[src/eei_pkg.sv]
// Package with register map, field positions and timing constants for the edge interrupt block.
package eei_pkg;
    // Register byte addresses on the APB bus.
    localparam logic [7:0] EEI_CTRL_ADDR = 8'h00;
    localparam logic [7:0] EEI_CFG_ADDR = 8'h04;
    localparam logic [7:0] EEI_STAT_ADDR = 8'h08;
    localparam logic [7:0] EEI_CORE_ADDR = 8'h0C;
    // Field positions in ext_and_global_irq_ctrl.
    localparam int EEI_GLOBAL_EN_BIT = 7;
    localparam int EEI_PERIPH_EN_BIT = 6;
    localparam int EEI_TIMER0_EN_BIT = 5;
    localparam int EEI_PIN_EN_BIT = 4;
    localparam int EEI_CHANGE_EN_BIT = 3;
    localparam int EEI_TIMER0_FLAG_BIT = 2;
    localparam int EEI_PIN_FLAG_BIT = 1;
    localparam int EEI_CHANGE_FLAG_BIT = 0;
    // Field positions in the configuration register.
    localparam int EEI_EDGE_BIT = 0;
    localparam int EEI_ANALOG_BIT = 1;
    // Reset values.
    localparam logic [7:0] EEI_CTRL_RST = 8'h00;
    localparam logic [1:0] EEI_CFG_RST = 2'b10;
    // Service vector loaded into the program counter.
    localparam logic [12:0] EEI_VECTOR = 13'h0004;
    // Instruction cycle is four clock phases.
    localparam int EEI_PHASES = 4;
    // Phase numbers of the instruction cycle.
    typedef enum logic [1:0] {EEI_Q1, EEI_Q2, EEI_Q3, EEI_Q4} eei_phase_t;
endpackage : eei_pkg

[src/eei_if.sv]
// Interface carrying the synchronised pin edge from detector to controller.
`timescale 1ns/100ps
interface eei_edge_if;
    logic pinLevel;
    logic edgeSeen;
    modport det (output pinLevel, output edgeSeen);
    modport ctl (input pinLevel, input edgeSeen);
endinterface : eei_edge_if

[src/eei_edge_det.sv]
// Synchroniser and polarity selected edge detector for the external interrupt pin.
`timescale 1ns/100ps
module eei_edge_det
    import eei_pkg::*;
(
    input wire logic clk,          // Core clock.
    input wire logic reset_n,      // Asynchronous reset, active low.
    input wire logic extIrqPin,    // Raw pin level.
    input wire logic risingSel,    // One selects rising edge.
    input wire logic analogSel,    // One makes the pin analog.
    eei_edge_if.det edgeBus        // Level and edge to the controller.
);
    logic sync1_q;
    logic sync2_q;
    logic prev_q;
    logic digital;

    // Two stage synchroniser; only the second stage is read by logic.
    always_ff @(posedge clk or negedge reset_n)
    begin
        if (!reset_n)
        begin
            sync1_q <= 1'b0;
            sync2_q <= 1'b0;
        end
        else
        begin
            sync1_q <= extIrqPin;
            sync2_q <= sync1_q;
        end
    end

    // Analog pins read as zero, so once held analog they can never make an edge.
    assign digital = sync2_q & ~analogSel; // [RULE6]

    // Previous sample for edge comparison.
    always_ff @(posedge clk or negedge reset_n)
    begin
        if (!reset_n)
            prev_q <= 1'b0;
        else
            prev_q <= digital; // [RULE11]
    end

    assign edgeBus.pinLevel = digital;
    // Rising when select is one, falling when zero.
    assign edgeBus.edgeSeen = risingSel ? (digital & ~prev_q)
                                        : (~digital & prev_q); // [RULE1]
endmodule : eei_edge_det

[src/external_edge_interrupt.sv]
// External pin edge interrupt controller with APB register access.
// Functional notes
// [RULE1] The pin interrupt fires on a rising edge when polarity select is one, else falling.
// [RULE2] A valid edge of the selected polarity sets the pin interrupt flag.
// [RULE3] With the pin interrupt enable clear no request is raised from the flag.
// [RULE4] Software clears the flag before re-enabling; hardware never clears it.
// [RULE5] A valid edge wakes the core from sleep if the enable was set before sleep.
// [RULE6] An analog-configured pin reads zero and never interrupts; the switch to analog with the pin high and falling polarity sets the flag.
// [RULE7] The flag may be set during phases Q4 through Q1 of the instruction cycle.
// [RULE8] The flag is set regardless of its enable and of the global enable.
// [RULE9] Servicing clears the global enable, pushes the return address, loads vector 0004h.
// [RULE10] Service begins three or four instruction cycles after the pin event.
// [RULE11] The pin is synchronised and compared with its last sample; request needs all enables.
`timescale 1ns/100ps
module external_edge_interrupt
    import eei_pkg::*;
(
    input wire logic clk,              // 20 MHz core clock.
    input wire logic reset_n,          // Asynchronous reset, active low.
    input wire logic extIrqPin,        // External interrupt pin.
    input wire logic sleepReq,         // Core enters sleep, one-cycle pulse.
    input wire logic retFromIrq,       // Return from irq instruction retired, pulse.
    input wire logic [12:0] curPc,     // Return address to push.
    input wire logic psel,             // APB select.
    input wire logic penable,          // APB enable.
    input wire logic pwrite,           // APB direction.
    input wire logic [7:0] paddr,      // APB byte address.
    input wire logic [31:0] pwdata,    // APB write data.
    output logic [31:0] prdata,        // APB read data.
    output logic pready,               // APB ready.
    output logic pslverr,              // APB error on unmapped address.
    output logic irqReq,               // Request: flag, enable and global all set.
    output logic asleep,               // Core is sleeping.
    output logic wakeUp,               // Wake pulse out of sleep.
    output logic serviceStart,         // Pulse: vector load now.
    output logic [12:0] pcLoad,        // Vector for program counter.
    output logic [12:0] pushAddr       // Return address pushed.
);
    logic [7:0] ctrl_q;
    logic [1:0] cfg_q;
    logic asleep_q;
    logic wakeUp_q;
    logic enAtSleep_q;
    logic pendEdge_q;
    logic serviceStart_q;
    logic [12:0] pushAddr_q;
    logic [1:0] phase_q;
    logic [2:0] latCnt_q;
    logic latBusy_q;
    logic wrCtrl;
    logic setWindow;
    logic setFlag;
    logic accessEn;
    logic mapped;
    eei_edge_if edgeBus ();

    // Edge detection lives in its own module to keep the synchroniser self-contained.
    eei_edge_det uDet (
        .clk       (clk),
        .reset_n   (reset_n),
        .extIrqPin (extIrqPin),
        .risingSel (cfg_q[EEI_EDGE_BIT]),
        .analogSel (cfg_q[EEI_ANALOG_BIT]),
        .edgeBus   (edgeBus)
    );

    // Address decode used only for the error response; read and write paths decode paddr themselves.
    function automatic logic eei_mapped(input logic [7:0] a);
        eei_mapped = (a == EEI_CTRL_ADDR) || (a == EEI_CFG_ADDR) ||
                     (a == EEI_STAT_ADDR) || (a == EEI_CORE_ADDR);
    endfunction : eei_mapped

    // Zero wait state slave: the access phase completes in one cycle.
    assign accessEn = psel & penable;
    assign mapped = eei_mapped(paddr);
    assign pready = 1'b1;
    assign pslverr = accessEn & ~mapped;
    assign wrCtrl = accessEn & pwrite & (paddr == EEI_CTRL_ADDR);

    // Instruction phase counter, Q1..Q4 of each instruction cycle.
    always_ff @(posedge clk or negedge reset_n)
    begin
        if (!reset_n)
            phase_q <= 2'd0;
        else
            phase_q <= phase_q + 2'd1;
    end

    // Flag may be set only in Q4 or Q1; edges elsewhere wait for the window.
    assign setWindow = (phase_q == 2'(EEI_Q4)) || (phase_q == 2'(EEI_Q1)); // [RULE7]

    // Edges seen outside the window are held until it opens.
    always_ff @(posedge clk or negedge reset_n)
    begin
        if (!reset_n)
            pendEdge_q <= 1'b0;
        else if (setWindow)
            pendEdge_q <= 1'b0;
        else if (edgeBus.edgeSeen)
            pendEdge_q <= 1'b1;
    end

    // Set regardless of enables.
    assign setFlag = setWindow & (edgeBus.edgeSeen | pendEdge_q); // [RULE2] [RULE8]

    // Control register; set of the flag wins over a software clear in the same cycle.
    always_ff @(posedge clk or negedge reset_n)
    begin
        if (!reset_n)
            ctrl_q <= EEI_CTRL_RST;
        else
        begin
            if (wrCtrl)
                ctrl_q <= pwdata[7:0];
            if (serviceStart_q)
                ctrl_q[EEI_GLOBAL_EN_BIT] <= 1'b0; // [RULE9]
            else if (retFromIrq)
                ctrl_q[EEI_GLOBAL_EN_BIT] <= 1'b1;
            if (setFlag)
                ctrl_q[EEI_PIN_FLAG_BIT] <= 1'b1; // [RULE2] [RULE4]
        end
    end

    // Configuration register: polarity select and analog select.
    always_ff @(posedge clk or negedge reset_n)
    begin
        if (!reset_n)
            cfg_q <= EEI_CFG_RST;
        else if (accessEn && pwrite && paddr == EEI_CFG_ADDR)
            cfg_q <= pwdata[1:0];
    end

    // Request needs the flag, the local enable and the global enable.
    assign irqReq = ctrl_q[EEI_PIN_FLAG_BIT] & ctrl_q[EEI_PIN_EN_BIT]
                    & ctrl_q[EEI_GLOBAL_EN_BIT]; // [RULE3] [RULE11]

    // Sleep state; enable is captured on entry so a later set does not wake.
    always_ff @(posedge clk or negedge reset_n)
    begin
        if (!reset_n)
        begin
            asleep_q <= 1'b0;
            enAtSleep_q <= 1'b0;
            wakeUp_q <= 1'b0;
        end
        else
        begin
            wakeUp_q <= 1'b0;
            if (sleepReq && !asleep_q)
            begin
                asleep_q <= 1'b1;
                enAtSleep_q <= ctrl_q[EEI_PIN_EN_BIT];
            end
            else if (asleep_q && setFlag && enAtSleep_q)
            begin
                asleep_q <= 1'b0; // [RULE5]
                wakeUp_q <= 1'b1;
            end
        end
    end

    // Latency counter: service starts three instruction cycles after the request.
    // The flag lands in Q4 or Q1, so the total from the pin is three or four cycles.
    always_ff @(posedge clk or negedge reset_n)
    begin
        if (!reset_n)
        begin
            latBusy_q <= 1'b0;
            latCnt_q <= 3'd0;
            serviceStart_q <= 1'b0;
            pushAddr_q <= 13'h0000;
        end
        else
        begin
            serviceStart_q <= 1'b0;
            if (!latBusy_q && irqReq && !asleep_q && !serviceStart_q)
            begin
                latBusy_q <= 1'b1;
                latCnt_q <= 3'd0;
            end
            else if (latBusy_q && phase_q == 2'(EEI_Q4))
            begin
                if (latCnt_q == 3'd2)
                begin
                    latBusy_q <= 1'b0;
                    serviceStart_q <= 1'b1; // [RULE10]
                    pushAddr_q <= curPc; // [RULE9]
                end
                else
                    latCnt_q <= latCnt_q + 3'd1;
            end
        end
    end

    // Read mux; unused upper bits read as zero.
    always_comb
    begin
        prdata = 32'h0000_0000;
        case (paddr)
            EEI_CTRL_ADDR: prdata[7:0] = ctrl_q;
            EEI_CFG_ADDR: prdata[1:0] = cfg_q;
            EEI_STAT_ADDR: prdata[1:0] = {asleep_q, edgeBus.pinLevel}; // [RULE6]
            EEI_CORE_ADDR: prdata[12:0] = pushAddr_q;
            default: prdata = 32'h0000_0000;
        endcase
    end

    assign asleep = asleep_q;
    assign wakeUp = wakeUp_q;
    assign serviceStart = serviceStart_q;
    assign pcLoad = EEI_VECTOR; // [RULE9]
    assign pushAddr = pushAddr_q;
endmodule : external_edge_interrupt

[config.mk]
export PLATFORM = sky130hd
export DESIGN_NAME = external_edge_interrupt
export DESIGN_NICKNAME = d
export VERILOG_FILES = /design/src/eei_pkg.sv /design/src/eei_if.sv /design/src/eei_edge_det.sv /design/src/external_edge_interrupt.sv
export SDC_FILE = /design/constraint.sdc
export NUM_CORES = 1
export LEC_CHECK = 0
export BUFFER_PORTS_ARGS = -buffer_cell sky130_fd_sc_hd__buf_2
export CAP_MARGIN = 25
export CELL_PAD_IN_SITES_DETAIL_PLACEMENT = 0
export CELL_PAD_IN_SITES_GLOBAL_PLACEMENT = 1
export CORE_MARGIN = 2
export CORE_UTILIZATION = 33
export DETAILED_ROUTE_END_ITERATION = 10
export PLACE_DENSITY_LB_ADDON = 0.1
export SYNTH_ARGS = -nofsm -noshare
export SYNTH_HDL_FRONTEND = slang
export SYNTH_SLANG_ARGS = --single-unit
export TNS_END_PERCENT = 50
[constraint.sdc]
create_clock -name clk -period 4.8 [get_ports clk]
set_input_delay 0.48 -clock clk [delete_from_list [all_inputs] [get_ports clk]]
set_output_delay 0.48 -clock clk [all_outputs]
set_load 0.02 [all_outputs]
* Word-level counts from Yosys, hierarchy flattened
Cells that the tools add are included.
Widths: inputs -> output; s select.
** Word-level totals
- Flip-flop bits (word level) :: 37
- Input port bits :: 61
- Output and inout bits :: 64
** Operators by class
- $add $sub $neg :: 2
- Eq/ne operators :: 6
- Mux-type cells :: 23
- Bitwise operators :: 16
- Reduce and logical (&&, ||, !) cells :: 27
** Operators with widths (number)
- $eq 8x4->1 const B :: 2
- $mux 1 :: 16
- $pmux 6 s2 :: 1
- $and 1x1->1 :: 10
- $reduce_bool 2->1 :: 5
- $logic_and 1x1->1 :: 9
- $mux 3 :: 3
- $eq 8x3->1 const B :: 1
- $logic_not 8->1 :: 1
- $mux 8 :: 1
- $pmux 2 s4 :: 1
- $mux 5 :: 1
- $not 1->1 :: 5
- $logic_or 1x1->1 :: 4
- $reduce_and 2->1 :: 2
- $add 3x1->3 const B :: 1
- $eq 3x2->1 const B :: 1
- $logic_not 1->1 :: 3
- $reduce_and 3->1 :: 1
- $reduce_bool 3->1 :: 1
- $add 2x1->2 const B :: 1
- $eq 2x2->1 const B :: 1
- $logic_not 2->1 :: 1
- $ne 2x2->1 const B :: 1
- $or 1x1->1 :: 1

* Longest topological paths before layout
- Depth in word-level cells :: 11
- Gate-level depth with buffers :: 6

* Modules after synthesis
A second synthesis with hierarchy kept.
** Unflattened totals
- Cells, all modules :: 166
- Area total of the unflattened synthesis :: 1920.6 um^2
** Modules (own cells, without submodules)
- external_edge_interrupt :: instances 1, cells an instance 159, area an instance 1819.2 um^2, sequential area each 852.1 um^2
- eei_edge_det :: instances 1, cells an instance 7, area an instance 101.3 um^2, sequential area each 75.1 um^2

* Worst setup path before layout
Ideal clock, no wire load.
- Kind :: reg2out
- Start point :: reg cfg_q[1]
- End point :: out prdata[0]
- Arrival :: 1374 ps
- Slack :: 2946 ps
- Stages on the path, launching flop included :: 5
- Buffers on the path :: 0
- Cell sequence :: dfstp_2 -> nand2b_1 -> inv_1 -> mux4_1 -> and2_2
** On the way
- Longest elaborated chain between the ends :: 3
** Ends and longest elaborated chain
- start: declaration :: RTL line external_edge_interrupt.sv:40 : logic [1:0] cfg_q;
- start signal: assignment :: RTL line external_edge_interrupt.sv:130 : cfg_q <= pwdata[1:0];
- $not 1->1 :: RTL line eei_edge_det.sv:34 : assign digital = sync2_q & ~analogSel;
- $and 1x1->1 :: RTL line eei_edge_det.sv:34
- via edgeBus.pinLevel :: RTL line eei_if.sv:4 : logic pinLevel;
- $pmux 2 s4 :: RTL line external_edge_interrupt.sv:199 : case (paddr)
- end: declaration :: RTL line external_edge_interrupt.sv:29 : output logic [31:0] prdata,
The timed path passes the listed nets, and every way through them passes these cells.

* Worst setup path after layout
Ends and elaborated chain as after synthesis.

==> results.cfg <==
[logic_synthesis]
synth.top_cell.area_share_pct = 45.5
synth_flop_cell = dfrtp_1
yosysMostFrequentCell = dfrtp_1
synthCells = 165
yosys.area.top_type = dfrtp_1
synth_edf_count = 0
syn_area_per_cell_um2 = 12.0
synth_seq_area_share_pct = 46.8
async_flop_share_pct = 100
synthTopCellsByArea = dfrtp_1 46%, buf_4 13%, mux2_2 9.1%
netlist_area_um2 = 1980
synthTopCellsByCount = 36 x dfrtp_1, 33 x buf_4, 16 x mux2_2, 14 x nor2_1
ys_types = 37
yosysWarnings = 0
synth_seq_cells = 37

[timing]
max_freq_mhz = 432
fin_tns_setup_ns = 0
min_period_over_period_pct = 48.3
rsz0062_at_grt = false
tightest_slew_ns = 0.843
hold_viol = 0
final-setup-viol-count = 0
period_minus_slack_ns = 2.32
setup_slack_ns = 2.48
worst_slew_margin_rel_pct = 43.8
slew_violations = 0
finClkSkew_ns = 0.00606

[cells_and_area]
drive_gt1_share_pct = 46.6
post-route-util_pct = 40.1
area_growth_pct = 18.4
final_cells = 309
multi_input_area_um2 = 886
nFillCells = 596
ff_latch_area_um2 = 927
diodes = 0
fin_nets = 298

[route]
vias_per_cell = 4.43
wire_per_inst_um = 13.3
first_pass_iters = 4
vias = 1368
drcViolationCount = 0
wirelength_mm = 4.12
drt-initial-drc-count = 51
ant_nets = 0

[grt]
grt_pass1_wl_mm = 6.38
grt_max_degree = 38
grt.total_usage_pct = 13.0
grt_overflow_total = 0
grt_pass1_vias = 1265
antenna_found_initial = 0

[clock_tree]
cts_root_buf = clkbuf_8
cts_inserted_buffers = 5
cts_setup_buffers = 0
clock-sinks = 37
cts_hold_buf = 0
cts_max_level = 2
cts_repair_resize_count = 0
cts_buffer_depth = 2
clock_latency_ns = 0.29
cts_tree = built
path_clk_slew_ns = 0.07

[worst_setup_path]
end_kind = output pin
critical_path.max_fanout = 4
start_kind = flop
path_class = flop to output pin
arrival_ns = 1.84
required_ns = 4.32

[pwr]
irDropWorstVdd_mv = 0.106
powerDensity_nw_per_um2 = 266
power_leakage_nw = 1.23
p_total_uw = 624

[placed_design]
placedCellCount = 302
dp_slack_ns = 2.72
io_buffers = 67
dpl.hpwl_mm = 2.98
gp_congestion = 0.730

[run]
max_cap_viol_count = 0

[floorplan]
rows = 28
dieArea_um2 = 6630
die_w_um = 81.4
initial_core_util_pct = 33.8
core_area_um2 = 5850
die_h_um = 81.4
io_pins = 125

[worst_hold_path]
hold_class = input port to asynchronous set/reset pin

[status]
outcome = complete, no violations
[state kept, by name (all words and copies together) (netlist names)]
signal	cells
uDet.sync1_q	1
pendEdge_q	1
latCnt_q	3
asleep	1
enAtSleep_q	1
latBusy_q	1
ctrl_q	8
uDet.sync2_q	1
cfg_q	2
uDet.prev_q	1
phase_q	2
pushAddr	13
wakeUp	1
serviceStart	1
[cells by family (layout without fill, tap and decap cells)]
group           Yosys count  in the layout  synth area share (%)
compound gates           13             13                  4.80
xor+xnor                  2              2                 0.885
fa+ha+maj                 3              3                  1.90
buf+inv                  40             78                  14.3
flops                    37             37                  46.8
mux                      25             25                  16.8
other cells               2             33                 0.379
simple gates             43             43                  14.1
[layout make-up]
class                      count  area share (%)
sequential                    37            39.6
multi-input combinational    119            37.8
timing repair buffer          67            14.3
tap                           75            4.00
clock buffer                   7            3.68
inverter                       4           0.641
[worst paths after layout]
kind | start | to | slack, ns | depth (start not counted)
hold / removal | reset_n | uDet.sync1_q$_DFF_PN0_ | 0.30 | 1
hold reg to reg | uDet.sync1_q$_DFF_PN0_ | uDet.sync2_q$_DFF_PN0_ | 0.35 | 0
setup reg to reg | latCnt_q[0]$_DFFE_PN0P_ | pushAddr[0]$_DFFE_PN0P_ | 3.06 | 5
setup / recovery | cfg_q[1]$_DFFE_PN1P_ | prdata[0] | 2.48 | 5
max in group asynchronous | reset_n | pushAddr[1]$_DFFE_PN0P_ | 3.97 | 1
min in group clk | extIrqPin | uDet.sync1_q$_DFF_PN0_ | 0.30 | 1
[routing by layer]
metal | share of wire (%) | vias to the layer above | GRT usage (%)
li1 | - | 641 | -
met3 | 6.7 | 5 | 2.75
met5 | 0 | - | 0
met4 | 1.4 | 0 | 5.59
met2 | 48 | 63 | 21.4
met1 | 44 | 659 | 16.6
[per-stage QoR]
stage / hold WS (ns) / cell area [um^2]
after floorplan: 0.184 / 2100
final: 0.297 / 2340
after CTS: 0.290 / 2340
after global routing: 0.294 / 2340
after detailed placement: 0.338 / 2260
after global placement: 0.333 / 2260
[placed cells by master (no fill, tap or decap), types with 2 or more instances in the layout]
cell type,count
and3_2,6
dfrtp_1,36
nand3_2,2
mux2_4,6
and4b_1,2
o21ai_0,2
nand2_1,2
nor3b_1,2
inv_1,4
nor2_1,14
a22oi_1,6
clkbuf_8,6
buf_2,67
nor2b_1,2
and3_1,3
conb_1,33
mux2_2,16
ha_1,3
nand2b_1,2
mux4_1,2
and2_2,2
xnor2_1,2
[power breakdown]
part | switching (mW) | internal (mW) | total, mW
Clock | 0.106 | 0.114 | 0.220
Sequential | 0.00507 | 0.320 | 0.325
Combinational | 0.0532 | 0.0256 | 0.0787
Total | 0.164 | 0.459 | 0.624
[critical path, cell delays in order (launching register included)]
cell	delay (ns)
dfstp_2	0.54
nand2b_1	0.12
inv_1	0.06
mux4_1	0.48
and2_2	0.20
buf_2	0.15
(Power assumes the default switching activity.)
